[config.mk]
export PLATFORM = sky130hd
export DESIGN_NAME = iecc_top
export DESIGN_NICKNAME = d
export VERILOG_FILES = /design/src/rtl/iecc_parity.v /design/src/rtl/iecc_top.v
export VERILOG_INCLUDE_DIRS = /design/src /design/src/rtl
export SDC_FILE = /design/constraint.sdc
export NUM_CORES = 1
export LEC_CHECK = 0
export ABC_AREA = 0
export BUFFER_PORTS_ARGS = -buffer_cell sky130_fd_sc_hd__buf_2
export CAP_MARGIN = 5
export CORE_ASPECT_RATIO = 0.9
export CORE_MARGIN = 1
export CORE_UTILIZATION = 57
export DETAILED_ROUTE_END_ITERATION = 6
export PLACE_DENSITY = 0.82
export SLEW_MARGIN = 20
export SYNTH_ARGS = -nofsm -noshare
export SYNTH_HDL_FRONTEND = slang
export SYNTH_SLANG_ARGS = --single-unit
export TNS_END_PERCENT = 20
[constraint.sdc]
create_clock -name hclk -period 6.44 [get_ports hclk]
set_input_delay 0.644 -clock hclk [delete_from_list [all_inputs] [get_ports hclk]]
set_output_delay 0.644 -clock hclk [all_outputs]
set_load 0.1 [all_outputs]
[src/rtl/iecc_regs.vh]
/*
 Constants for the interface code generator: register offsets, field
 positions, reset values and block sizes.
 Assumes inclusion by the design files only; defines nothing else.
*/
// Contract
// - Code covers bytes crossing master or FIFO path
// - Two configurations chosen by one mode bit
// - Mode zero gives one code per 256 bytes, two in all
// - First block to first result, next to second
// - Mode zero freezes both results after second
// - Any restart write clears and begins anew
// - Mode one gives one code per 512 bytes
// - Mode one fills first result, second unused
// - Mode one holds first result until restart
// - Code corrects single, detects double bit errors
// - Per endpoint width bit; generator needs bytes; code has one CTRL width bit for all traffic
`ifndef IECC_REGS_VH
`define IECC_REGS_VH

// ----------------------------------------
// Register byte addresses
// ----------------------------------------
`define IECC_ADDR_CTRL    12'h000
`define IECC_ADDR_RESTART 12'h004
`define IECC_ADDR_FIRST   12'h008
`define IECC_ADDR_SECOND  12'h00C
`define IECC_ADDR_STATUS  12'h010
`define IECC_ADDR_BITS    12

// ----------------------------------------
// Fields
// ----------------------------------------
`define IECC_CTRL_MODE_BIT  0
`define IECC_CTRL_WIDE_BIT  1
`define IECC_STAT_FIRST_BIT 0
`define IECC_STAT_DONE_BIT  1
`define IECC_CTRL_RESET     2'h0

// ----------------------------------------
// Block sizes and code layout
// ----------------------------------------
`define IECC_BLOCK_SHORT 10'h100
`define IECC_BLOCK_LONG  10'h200
`define IECC_LAST_SHORT  9'h0FF
`define IECC_LAST_LONG   9'h1FF
`define IECC_CODE_W      24
`define IECC_HTRANS_NSEQ 2'h2

`endif

[src/rtl/iecc_parity.v]
/*
 Line and column parity accumulator for one block of bytes.
 Assumes one byte per enable pulse with its index inside the block.
*/
`timescale 1ns/1ps
`default_nettype none
`include "iecc_regs.vh"

module iecc_parity #(
   parameter IDX_W = 9
) (
   input wire hclk,
   input wire hresetn,
   input wire clk_en,
   input wire clear,
   input wire take,
   input wire [IDX_W-1:0] idx,
   input wire [7:0] data,
   output wire [2*IDX_W+5:0] code
);

// ----------------------------------------
// Accumulators
// ----------------------------------------
reg [2*IDX_W-1:0] line_ff;
reg [5:0] col_ff;
wire odd;
wire [2*IDX_W-1:0] line_mask;
wire [5:0] col_par;
wire [2*IDX_W-1:0] nxt_line;
wire [5:0] nxt_col;

assign odd = ^data;
assign col_par = {^(data & 8'hF0), ^(data & 8'h0F), ^(data & 8'hCC), ^(data & 8'h33),
                  ^(data & 8'hAA), ^(data & 8'h55)};

// Pair of line bits per address bit: one for set, one for clear
genvar g;
generate
   for (g = 0; g < IDX_W; g = g + 1) begin : g_line
      assign line_mask[2*g+1] = idx[g];
      assign line_mask[2*g] = ~idx[g];
   end
endgenerate

assign nxt_line = take ? (line_ff ^ (line_mask & {2*IDX_W{odd}})) : line_ff;
assign nxt_col = take ? (col_ff ^ col_par) : col_ff;

always @(posedge hclk or negedge hresetn) begin
   if (!hresetn) begin
      line_ff <= {2*IDX_W{1'b0}};
      col_ff <= 6'h00;
   end else if (clk_en) begin
      if (clear) begin
         line_ff <= {2*IDX_W{1'b0}};
         col_ff <= 6'h00;
      end else begin
         line_ff <= nxt_line;
         col_ff <= nxt_col;
      end
   end
end

// Built from the next value, so the closing byte of a block is included
// Stored inverted so an erased block reads all ones
assign code = {~nxt_line, ~nxt_col};

endmodule
`default_nettype wire

[src/rtl/iecc_top.v]
/*
 Interface code generator: watches the byte-wide interface data path and
 builds codes over 256- or 512-byte blocks; AHB-Lite register slave.
 Assumes the path strobe marks one byte per cycle in the hclk domain.
*/
`timescale 1ns/1ps
`default_nettype none
`include "iecc_regs.vh"

module iecc_top (
   input wire hclk,
   input wire hresetn,
   input wire clk_en,
   input wire hsel,
   input wire [31:0] haddr,
   input wire [1:0] htrans,
   input wire hwrite,
   input wire [2:0] hsize,
   input wire [31:0] hwdata,
   input wire hready,
   output wire [31:0] hrdata,
   output wire hreadyout,
   output wire hresp,
   input wire path_byte_valid,
   input wire [7:0] path_byte,
   input wire path_is_fifo
);

// ----------------------------------------
// Bus address phase capture
// ----------------------------------------
reg wr_pend_ff;
reg [`IECC_ADDR_BITS-1:0] addr_ff;
reg [31:0] rdata_ff;
reg [31:0] nxt_rdata;
reg [1:0] ctrl_ff;
reg [1:0] nxt_ctrl;
reg [8:0] count_ff;
reg [8:0] nxt_count;
reg second_ff;
reg nxt_second;
reg done_ff;
reg nxt_done;
reg [`IECC_CODE_W-1:0] first_ff;
reg [`IECC_CODE_W-1:0] nxt_first;
reg [`IECC_CODE_W-1:0] second_res_ff;
reg [`IECC_CODE_W-1:0] nxt_second_res;
wire sel_nseq;
wire sel_read;
wire wr_ctrl;
wire restart;
wire take;
wire last_short;
wire last_long;
wire block_end;
wire par_clear;
wire mode_long;
wire width_word;
wire [`IECC_CODE_W-1:0] code_raw;
wire [`IECC_CODE_W-1:0] code_short;
wire [`IECC_CODE_W-1:0] code;

// ----------------------------------------
// Decode helpers
// ----------------------------------------
// True when a bus address names the given register word
function hit;
   input [`IECC_ADDR_BITS-1:0] addr;
   input [`IECC_ADDR_BITS-1:0] reg_addr;
   begin
      hit = (addr == reg_addr);
   end
endfunction

// ----------------------------------------
// Bus handshake
// ----------------------------------------
assign sel_nseq = hsel && hready && (htrans == `IECC_HTRANS_NSEQ);
assign sel_read = sel_nseq && !hwrite;

// Zero-wait slave: every transfer completes in its first data cycle
assign hreadyout = 1'b1;
assign hresp = 1'b0;
assign hrdata = rdata_ff;

always @(posedge hclk or negedge hresetn) begin
   if (!hresetn) begin
      wr_pend_ff <= 1'b0;
   end else if (clk_en) begin
      wr_pend_ff <= sel_nseq && hwrite;
   end
end

// Address kept for the data phase, where the write data arrives
always @(posedge hclk or negedge hresetn) begin
   if (!hresetn) begin
      addr_ff <= {`IECC_ADDR_BITS{1'b0}};
   end else if (clk_en) begin
      addr_ff <= haddr[`IECC_ADDR_BITS-1:0];
   end
end

// ----------------------------------------
// Control writes
// ----------------------------------------
assign wr_ctrl = wr_pend_ff && hit(addr_ff, `IECC_ADDR_CTRL);
assign restart = wr_pend_ff && hit(addr_ff, `IECC_ADDR_RESTART);

always @* begin
   nxt_ctrl = ctrl_ff;
   if (wr_ctrl) begin
      nxt_ctrl[`IECC_CTRL_MODE_BIT] = hwdata[`IECC_CTRL_MODE_BIT];
      nxt_ctrl[`IECC_CTRL_WIDE_BIT] = hwdata[`IECC_CTRL_WIDE_BIT];
   end
end

always @(posedge hclk or negedge hresetn) begin
   if (!hresetn) begin
      ctrl_ff <= `IECC_CTRL_RESET;
   end else if (clk_en) begin
      ctrl_ff <= nxt_ctrl;
   end
end

assign mode_long = ctrl_ff[`IECC_CTRL_MODE_BIT];
assign width_word = ctrl_ff[`IECC_CTRL_WIDE_BIT];

// ----------------------------------------
// Block sequencing
// ----------------------------------------
// Word-wide traffic is ignored: the code is defined over bytes only
// A byte in the restart write's data cycle is dropped; the restart wins
assign take = path_byte_valid && !width_word && !done_ff && !restart;
assign last_short = (count_ff == `IECC_LAST_SHORT);
assign last_long = (count_ff == `IECC_LAST_LONG);
assign block_end = take && (mode_long ? last_long : last_short);

// Limitation: changing the mode inside a block needs a restart afterwards
always @* begin
   nxt_count = count_ff;
   if (restart) begin
      nxt_count = 9'h000;
   end else if (block_end) begin
      nxt_count = 9'h000;
   end else if (take) begin
      nxt_count = count_ff + 9'h001;
   end
end

always @(posedge hclk or negedge hresetn) begin
   if (!hresetn) begin
      count_ff <= 9'h000;
   end else if (clk_en) begin
      count_ff <= nxt_count;
   end
end

always @* begin
   nxt_second = second_ff;
   nxt_done = done_ff;
   if (restart) begin
      nxt_second = 1'b0;
      nxt_done = 1'b0;
   end else if (block_end) begin
      if (mode_long) begin
         nxt_done = 1'b1;
      end else if (!second_ff) begin
         nxt_second = 1'b1;
      end else begin
         nxt_done = 1'b1;
      end
   end
end

always @(posedge hclk or negedge hresetn) begin
   if (!hresetn) begin
      second_ff <= 1'b0;
   end else if (clk_en) begin
      second_ff <= nxt_second;
   end
end

always @(posedge hclk or negedge hresetn) begin
   if (!hresetn) begin
      done_ff <= 1'b0;
   end else if (clk_en) begin
      done_ff <= nxt_done;
   end
end

// ----------------------------------------
// Result registers
// ----------------------------------------
// Results survive a restart, so software may still read the last codes
always @* begin
   nxt_first = first_ff;
   nxt_second_res = second_res_ff;
   if (block_end) begin
      if (mode_long) begin
         nxt_first = code;
      end else if (!second_ff) begin
         nxt_first = code;
      end else begin
         nxt_second_res = code;
      end
   end
end

always @(posedge hclk or negedge hresetn) begin
   if (!hresetn) begin
      first_ff <= {`IECC_CODE_W{1'b1}};
   end else if (clk_en) begin
      first_ff <= nxt_first;
   end
end

always @(posedge hclk or negedge hresetn) begin
   if (!hresetn) begin
      second_res_ff <= {`IECC_CODE_W{1'b1}};
   end else if (clk_en) begin
      second_res_ff <= nxt_second_res;
   end
end

// ----------------------------------------
// Parity engine; long mode uses nine index bits, short mode eight
// ----------------------------------------
assign par_clear = restart || block_end;

iecc_parity #(
   .IDX_W(9)
) u_par (
   .hclk(hclk),
   .hresetn(hresetn),
   .clk_en(clk_en),
   .clear(par_clear),
   .take(take),
   .idx(count_ff),
   .data(path_byte),
   .code(code_raw)
);

// Short blocks never set the top index bit, so that line pair is dropped
// and two spare ones fill the low end
assign code_short = {code_raw[`IECC_CODE_W-3:0], 2'b11};
assign code = mode_long ? code_raw : code_short;

// ----------------------------------------
// Read data
// ----------------------------------------
// Captured in the address phase so it stands for the whole data phase
always @* begin
   nxt_rdata = rdata_ff;
   if (sel_read) begin
      case (haddr[`IECC_ADDR_BITS-1:0])
         `IECC_ADDR_CTRL: begin
            nxt_rdata = {{30{1'b0}}, ctrl_ff};
         end
         `IECC_ADDR_FIRST: begin
            nxt_rdata = {{8{1'b0}}, first_ff};
         end
         `IECC_ADDR_SECOND: begin
            nxt_rdata = {{8{1'b0}}, second_res_ff};
         end
         `IECC_ADDR_STATUS: begin
            nxt_rdata = {{29{1'b0}}, path_is_fifo, done_ff, second_ff};
         end
         default: begin
            nxt_rdata = 32'h00000000;
         end
      endcase
   end
end

always @(posedge hclk or negedge hresetn) begin
   if (!hresetn) begin
      rdata_ff <= 32'h00000000;
   end else if (clk_en) begin
      rdata_ff <= nxt_rdata;
   end
end

endmodule
`default_nettype wire

=== Word-level counts from Yosys, hierarchy flattened ===
Index checks and enable logic that the tools add are counted.

* Flip-flop bits (word level): 130
* Bits in latches: 0
* Memory bits (writable): 0
* ROM bits: 0
* Bits of input ports: 85
* Output and inout port bits: 34
* Word-level logic and storage cells: 89
* Memories: 0

* $add $sub $neg: 1
* Multipliers: 0
* Divide/modulo/power cells: 0
* $lt $le $gt $ge: 0
* Equal/unequal tests: 9
* Shift-type cells: 0
* Mux-type cells: 19
* Bitwise logic cells: 15
* Reduce and logical (&&, ||, !) cells: 34

{| class="wikitable"
|+ Operator list
! operator !! count
|-
| $pmux W24 S4 || 1
|-
| $mux W24 || 3
|-
| $reduce_xor A8 Y1 || 7
|-
| $mux W18 || 2
|-
| $mux W9 || 3
|-
| $eq A12 B4 Y1 const B || 2
|-
| $logic_not A12 Y1 || 2
|-
| $and A18 B18 Y18 || 1
|-
| $not A18 Y18 || 1
|-
| $xor A18 B18 Y18 || 1
|-
| $eq A12 B3 Y1 const B || 1
|-
| $eq A12 B5 Y1 const B || 1
|-
| $mux W6 || 2
|-
| $logic_and A1 B1 Y1 || 10
|-
| $not A1 Y1 || 10
|-
| $add A9 B1 Y9 const B || 1
|-
| $eq A9 B8 Y1 const B || 1
|-
| $eq A9 B9 Y1 const B || 1
|-
| $reduce_and A3 Y1 || 3
|-
| $mux W1 || 8
|-
| $not A6 Y6 || 1
|-
| $reduce_and A2 Y1 || 3
|-
| $reduce_bool A3 Y1 || 2
|-
| $xor A6 B6 Y6 || 1
|-
| 7 further kinds || 10
|}

=== Longest topological paths before layout ===
* Depth after elaboration: 9
* Mapped depth: 9
* Gate-level depth less buffers: 7

=== Hierarchy ===
A second synthesis with hierarchy kept.

* Cells, all modules: 600
* Area, all modules: 6,727.7 µm²

{| class="wikitable"
|+ By module, submodules not included
! module !! instances !! cells an instance !! area each (µm²) !! seq. area each (µm²)
|-
| iecc_top || 1 || 388 || 4,857.2 || 2,512.4
|-
| iecc_parity || 1 || 212 || 1,870.5 || 600.6
|}

=== Worst setup path after synthesis ===
OpenSTA, ideal clock, no wires.

* Kind: input to register
* Start: input port path_byte[4]
* End: register first_ff[21]
* Setup time: 98 ps
* Arrival: 2,276 ps
* Required time: 6,342 ps
* Setup slack: 4,066 ps
* Cell stages on the path: 7
* Path buffers: 1
* Cells stage by stage: xor2_1 -> xnor2_1 -> xnor2_1 -> clkbuf_1 -> nand2_1 -> xnor2_1 -> a221oi_1

* Longest elaborated chain between the ends: 8

{| class="wikitable"
|+ Ends and longest elaborated chain
! what !! line !! text
|-
| start: declaration || iecc_top.v:25 || <nowiki>input wire [7:0] path_byte,</nowiki>
|-
| $reduce_xor A8 Y1 * || iecc_parity.v:33 || <nowiki>assign odd = ^data;</nowiki>
|-
| $and A18 B18 Y18 * || iecc_parity.v:46 || <nowiki>assign nxt_line = take ? (line_ff ^ (line_mask & {2*IDX_W{odd}})) : line_ff;</nowiki>
|-
| $xor A18 B18 Y18 * || iecc_parity.v:46 ||
|-
| $mux W18 * || iecc_parity.v:46 ||
|-
| $not A18 Y18 * || iecc_parity.v:66 || <nowiki>assign code = {~nxt_line, ~nxt_col};</nowiki>
|-
| $mux W24 * || iecc_top.v:246 || <nowiki>assign code = mode_long ? code_raw : code_short;</nowiki>
|-
| $mux W24 || iecc_top.v:201 || <nowiki>end else if (!second_ff) begin</nowiki>
|-
| $mux W24 * || iecc_top.v:199 || <nowiki>if (mode_long) begin</nowiki>
|-
| end signal: assignment || iecc_top.v:211 || <nowiki>first_ff <= {`IECC_CODE_W{1'b1}};</nowiki>
|-
| end signal: assignment || iecc_top.v:213 || <nowiki>first_ff <= nxt_first;</nowiki>
|-
| end: declaration || iecc_top.v:44 || <nowiki>reg [`IECC_CODE_W-1:0] first_ff;</nowiki>
|}

Every way passes the cells marked *; elsewhere a longest branch is shown, timed or not. The select of a mux whose other input is x is not followed.
A chain may end at the register's enable or synchronous reset.

=== Worst setup path in the final report ===
* Start: input port clk_en
* End: register rdata_ff[12] (netlist: hrdata[12])

* Longest elaborated chain between the ends: 1

{| class="wikitable"
|+ Ends and longest elaborated chain
! what !! line !! text
|-
| start: declaration || iecc_top.v:13 || <nowiki>input wire clk_en,</nowiki>
|-
| $reduce_and A2 Y1 (no source line) || n/a ||
|-
| end signal: assignment || iecc_top.v:279 || <nowiki>rdata_ff <= nxt_rdata;</nowiki>
|-
| end: declaration || iecc_top.v:34 || <nowiki>reg [31:0] rdata_ff;</nowiki>
|}

Every way passes these cells.

==> impl_metrics.json <==
{
  "run_status": "complete, but fails checks",
  "violations": "DRC",
  "cp-start-kind": "primary input",
  "post_cts_buffers": 0,
  "wirelength_mm": 14.3,
  "first_pass_iters": 7,
  "post-place-ws_ns": 2.56,
  "slowest_stage": "or3_1",
  "drt_iter0_markers": 481,
  "worstSetupPathType": "in2reg",
  "maxCapViolations": 0,
  "drive_gt1_frac": 0.254,
  "antenna_found_initial": 0,
  "slew_violations": 0,
  "grt_pass1_vias": 4822,
  "grt_pass1_wl_mm": 23.9,
  "final_cell_area_um2": 7110,
  "setup_violations": 0,
  "skew_ns": 0.00910,
  "floorplan.initialDensity": 0.597,
  "hold_path_class": "in2async",
  "leakage_nw": 3.05,
  "clock.fmax_ghz": 0.291,
  "root_buffer": "clkbuf_16",
  "io_buffers": 55,
  "fin_crit_ns": 3.44,
  "ys_seq_area_frac": 0.500,
  "fin_crit_sh": 0.533,
  "syn_to_final_growth_pct": 14.2,
  "place_hpwl_mm": 9.14,
  "cts_tree": "built",
  "finalNetCount": 754,
  "die_w_um": 112,
  "vias": 5073,
  "dieArea_um2": 11300,
  "overflow": 0,
  "ir_worst_vdd_mv": 0.188,
  "worst_slack_ns": 3.00,
  "ant_nets": 0,
  "grt_max_degree": 66,
  "critPathTopFamily": "simple AND/OR/NAND/NOR gates",
  "drc": 3,
  "ys_ff_latch": 122,
  "placementRows": 35,
  "placed_cell_area_um2": 6480,
  "grt_usage": 0.270,
  "synth_edf_count": 0,
  "postCtsHoldBufs": 0,
  "yosys_most_used_dff": "dfrtp_1",
  "crit_chain": "buf_2 -> inv_2 -> or3_1 -> or2_1 -> or3b_1 -> o21ai_0",
  "wl_per_cell_um": 17.7,
  "ios": 119,
  "final_common_cell": "dfrtp_1",
  "rsz0062_at_grt": "false",
  "powerDensity_nw_per_um2": 342,
  "core_um2": 10400,
  "clkSinkCount": 122,
  "slowest_delay_ns": 0.81,
  "crit_fanout": 40,
  "tns_ns": 0,
  "path_clk_slew_ns": 0.06,
  "netlist_instances": 634,
  "crit_buf_inv": 2,
  "hold_viol": 0,
  "relSlewSlack": 0.258,
  "clk-insertion-delay-late_ns": 0.42,
  "cts_buffers": 17,
  "critPathRequiredTime_ns": 6.76,
  "end_kind": "register",
  "synthArstFlopShare": 1.00,
  "final_cell_mix": "dfrtp_1, nand2_1, nor2_1",
  "syn_area_um2": 6220,
  "arrival_ns": 3.76,
  "synth_area_per_cell_um2": 9.81,
  "gp_congestion": 0.843,
  "diodes": 0,
  "synth_warnings": 0,
  "netlist_top_cells_area": "dfrtp_1, dfstp_2, o21ai_0",
  "die_h_um": 101,
  "worst_pin_slew_ns": 1.10,
  "synth_top_area_share": 0.298,
  "cts_resized": 0,
  "viasPerCell": 6.26,
  "synth_top_area_cell": "dfrtp_1",
  "cts.htree.levels": 4,
  "cts_buffer_depth": 2,
  "ys_types": 57
}
==> final timing paths <==
kind | to | depth (start not counted) | start | slack (ns)
worst min-delay path | hrdata[19] | 1 | hresetn | 0.26
worst max-delay path | hrdata[12] | 6 | clk_en | 3.00
max in group asynchronous | count_ff[2] | 2 | hresetn | 4.87
worst max register to register | first_ff[22] | 6 | count_ff[0] | 3.37
worst min register to register | hrdata[4] | 2 | hrdata[4] | 0.47
min in group hclk | ctrl_ff[1] | 2 | hwdata[1] | 0.46
==> cells by family (layout without fill, tap and decap cells) <==
logic type | after synthesis | in the layout | share of synthesized area
compound gates | 153 | 153 | 0.155
xor+xnor | 46 | 46 | 0.0648
fa+ha+maj | 1 | 1 | 0.00201
buf+inv | 62 | 101 | 0.0491
flops | 122 | 122 | 0.500
mux | 41 | 41 | 0.0686
other cells | 2 | 10 | 0.00121
simple gates | 207 | 207 | 0.159
==> state kept, by name, summed over array words and instances, names as in the netlist <==
register / cells
u_par.line_ff: 18
ctrl_ff: 2
count_ff: 9
second_res_ff: 24
hrdata: 24
second_ff: 1
first_ff: 24
addr_ff: 12
u_par.col_ff: 6
wr_pend_ff: 1
done_ff: 1
==> metrics by stage <==
step | total power [mW] | hold slack, ns | util | cells
floorplan | 1.30 | 0.348 | - | 642
global route | 2.52 | 0.327 | 0.682 | 810
global placement | 1.40 | 0.455 | 0.621 | 778
CTS | 2.42 | 0.294 | 0.681 | 810
finish | 2.43 | 0.260 | 0.682 | 810
detailed placement | 1.42 | 0.465 | 0.621 | 778
==> synthesized netlist by cell type, types with 3 or more instances <==
| cell type | instances |
|---|---|
| nand2_1 | 70 |
| nor3_1 | 14 |
| a221oi_1 | 12 |
| xnor2_1 | 28 |
| o2bb2ai_1 | 3 |
| mux2i_1 | 28 |
| a21oi_1 | 24 |
| buf_1 | 4 |
| o21ai_0 | 62 |
| dfrtp_1 | 74 |
| a31oi_1 | 26 |
| or3_1 | 5 |
| a22o_1 | 14 |
| mux2_2 | 13 |
| nor3b_1 | 3 |
| nand3_1 | 20 |
| dfstp_2 | 48 |
| nand4_1 | 3 |
| nor4_1 | 5 |
| clkbuf_1 | 22 |
| xor2_1 | 18 |
| buf_4 | 10 |
| buf_2 | 16 |
| inv_1 | 6 |
| nor2_1 | 63 |
==> power by group <==
part	internal, mW	leakage [nW]	switching, mW
Clock	0.650	0.306	0.340
Sequential	0.867	1.45	0.142
Combinational	0.168	1.29	0.262
Total	1.69	3.05	0.744
==> final cells by class <==
class                           count  area [um^2]
Sequential cell                   122         3110
Tap cell                          129          161
Fill cell                         746         3320
Clock inverter                     10          139
Inverter                            8         30.0
Clock buffer                       22          484
Multi-Input combinational cell    458         2860
Timing Repair Buffer               61          323
==> routing by layer <==
layer  wire length [um]  global-route usage  vias to the layer above
li1                   -                   -                     2295
met1               6090               0.367                     2528
met2               6990               0.423                      220
met3                973              0.0722                       30
met4                272              0.0985                        0
met5                  0                   0                        -
Note: power is estimated with default switching activity, not from simulation.
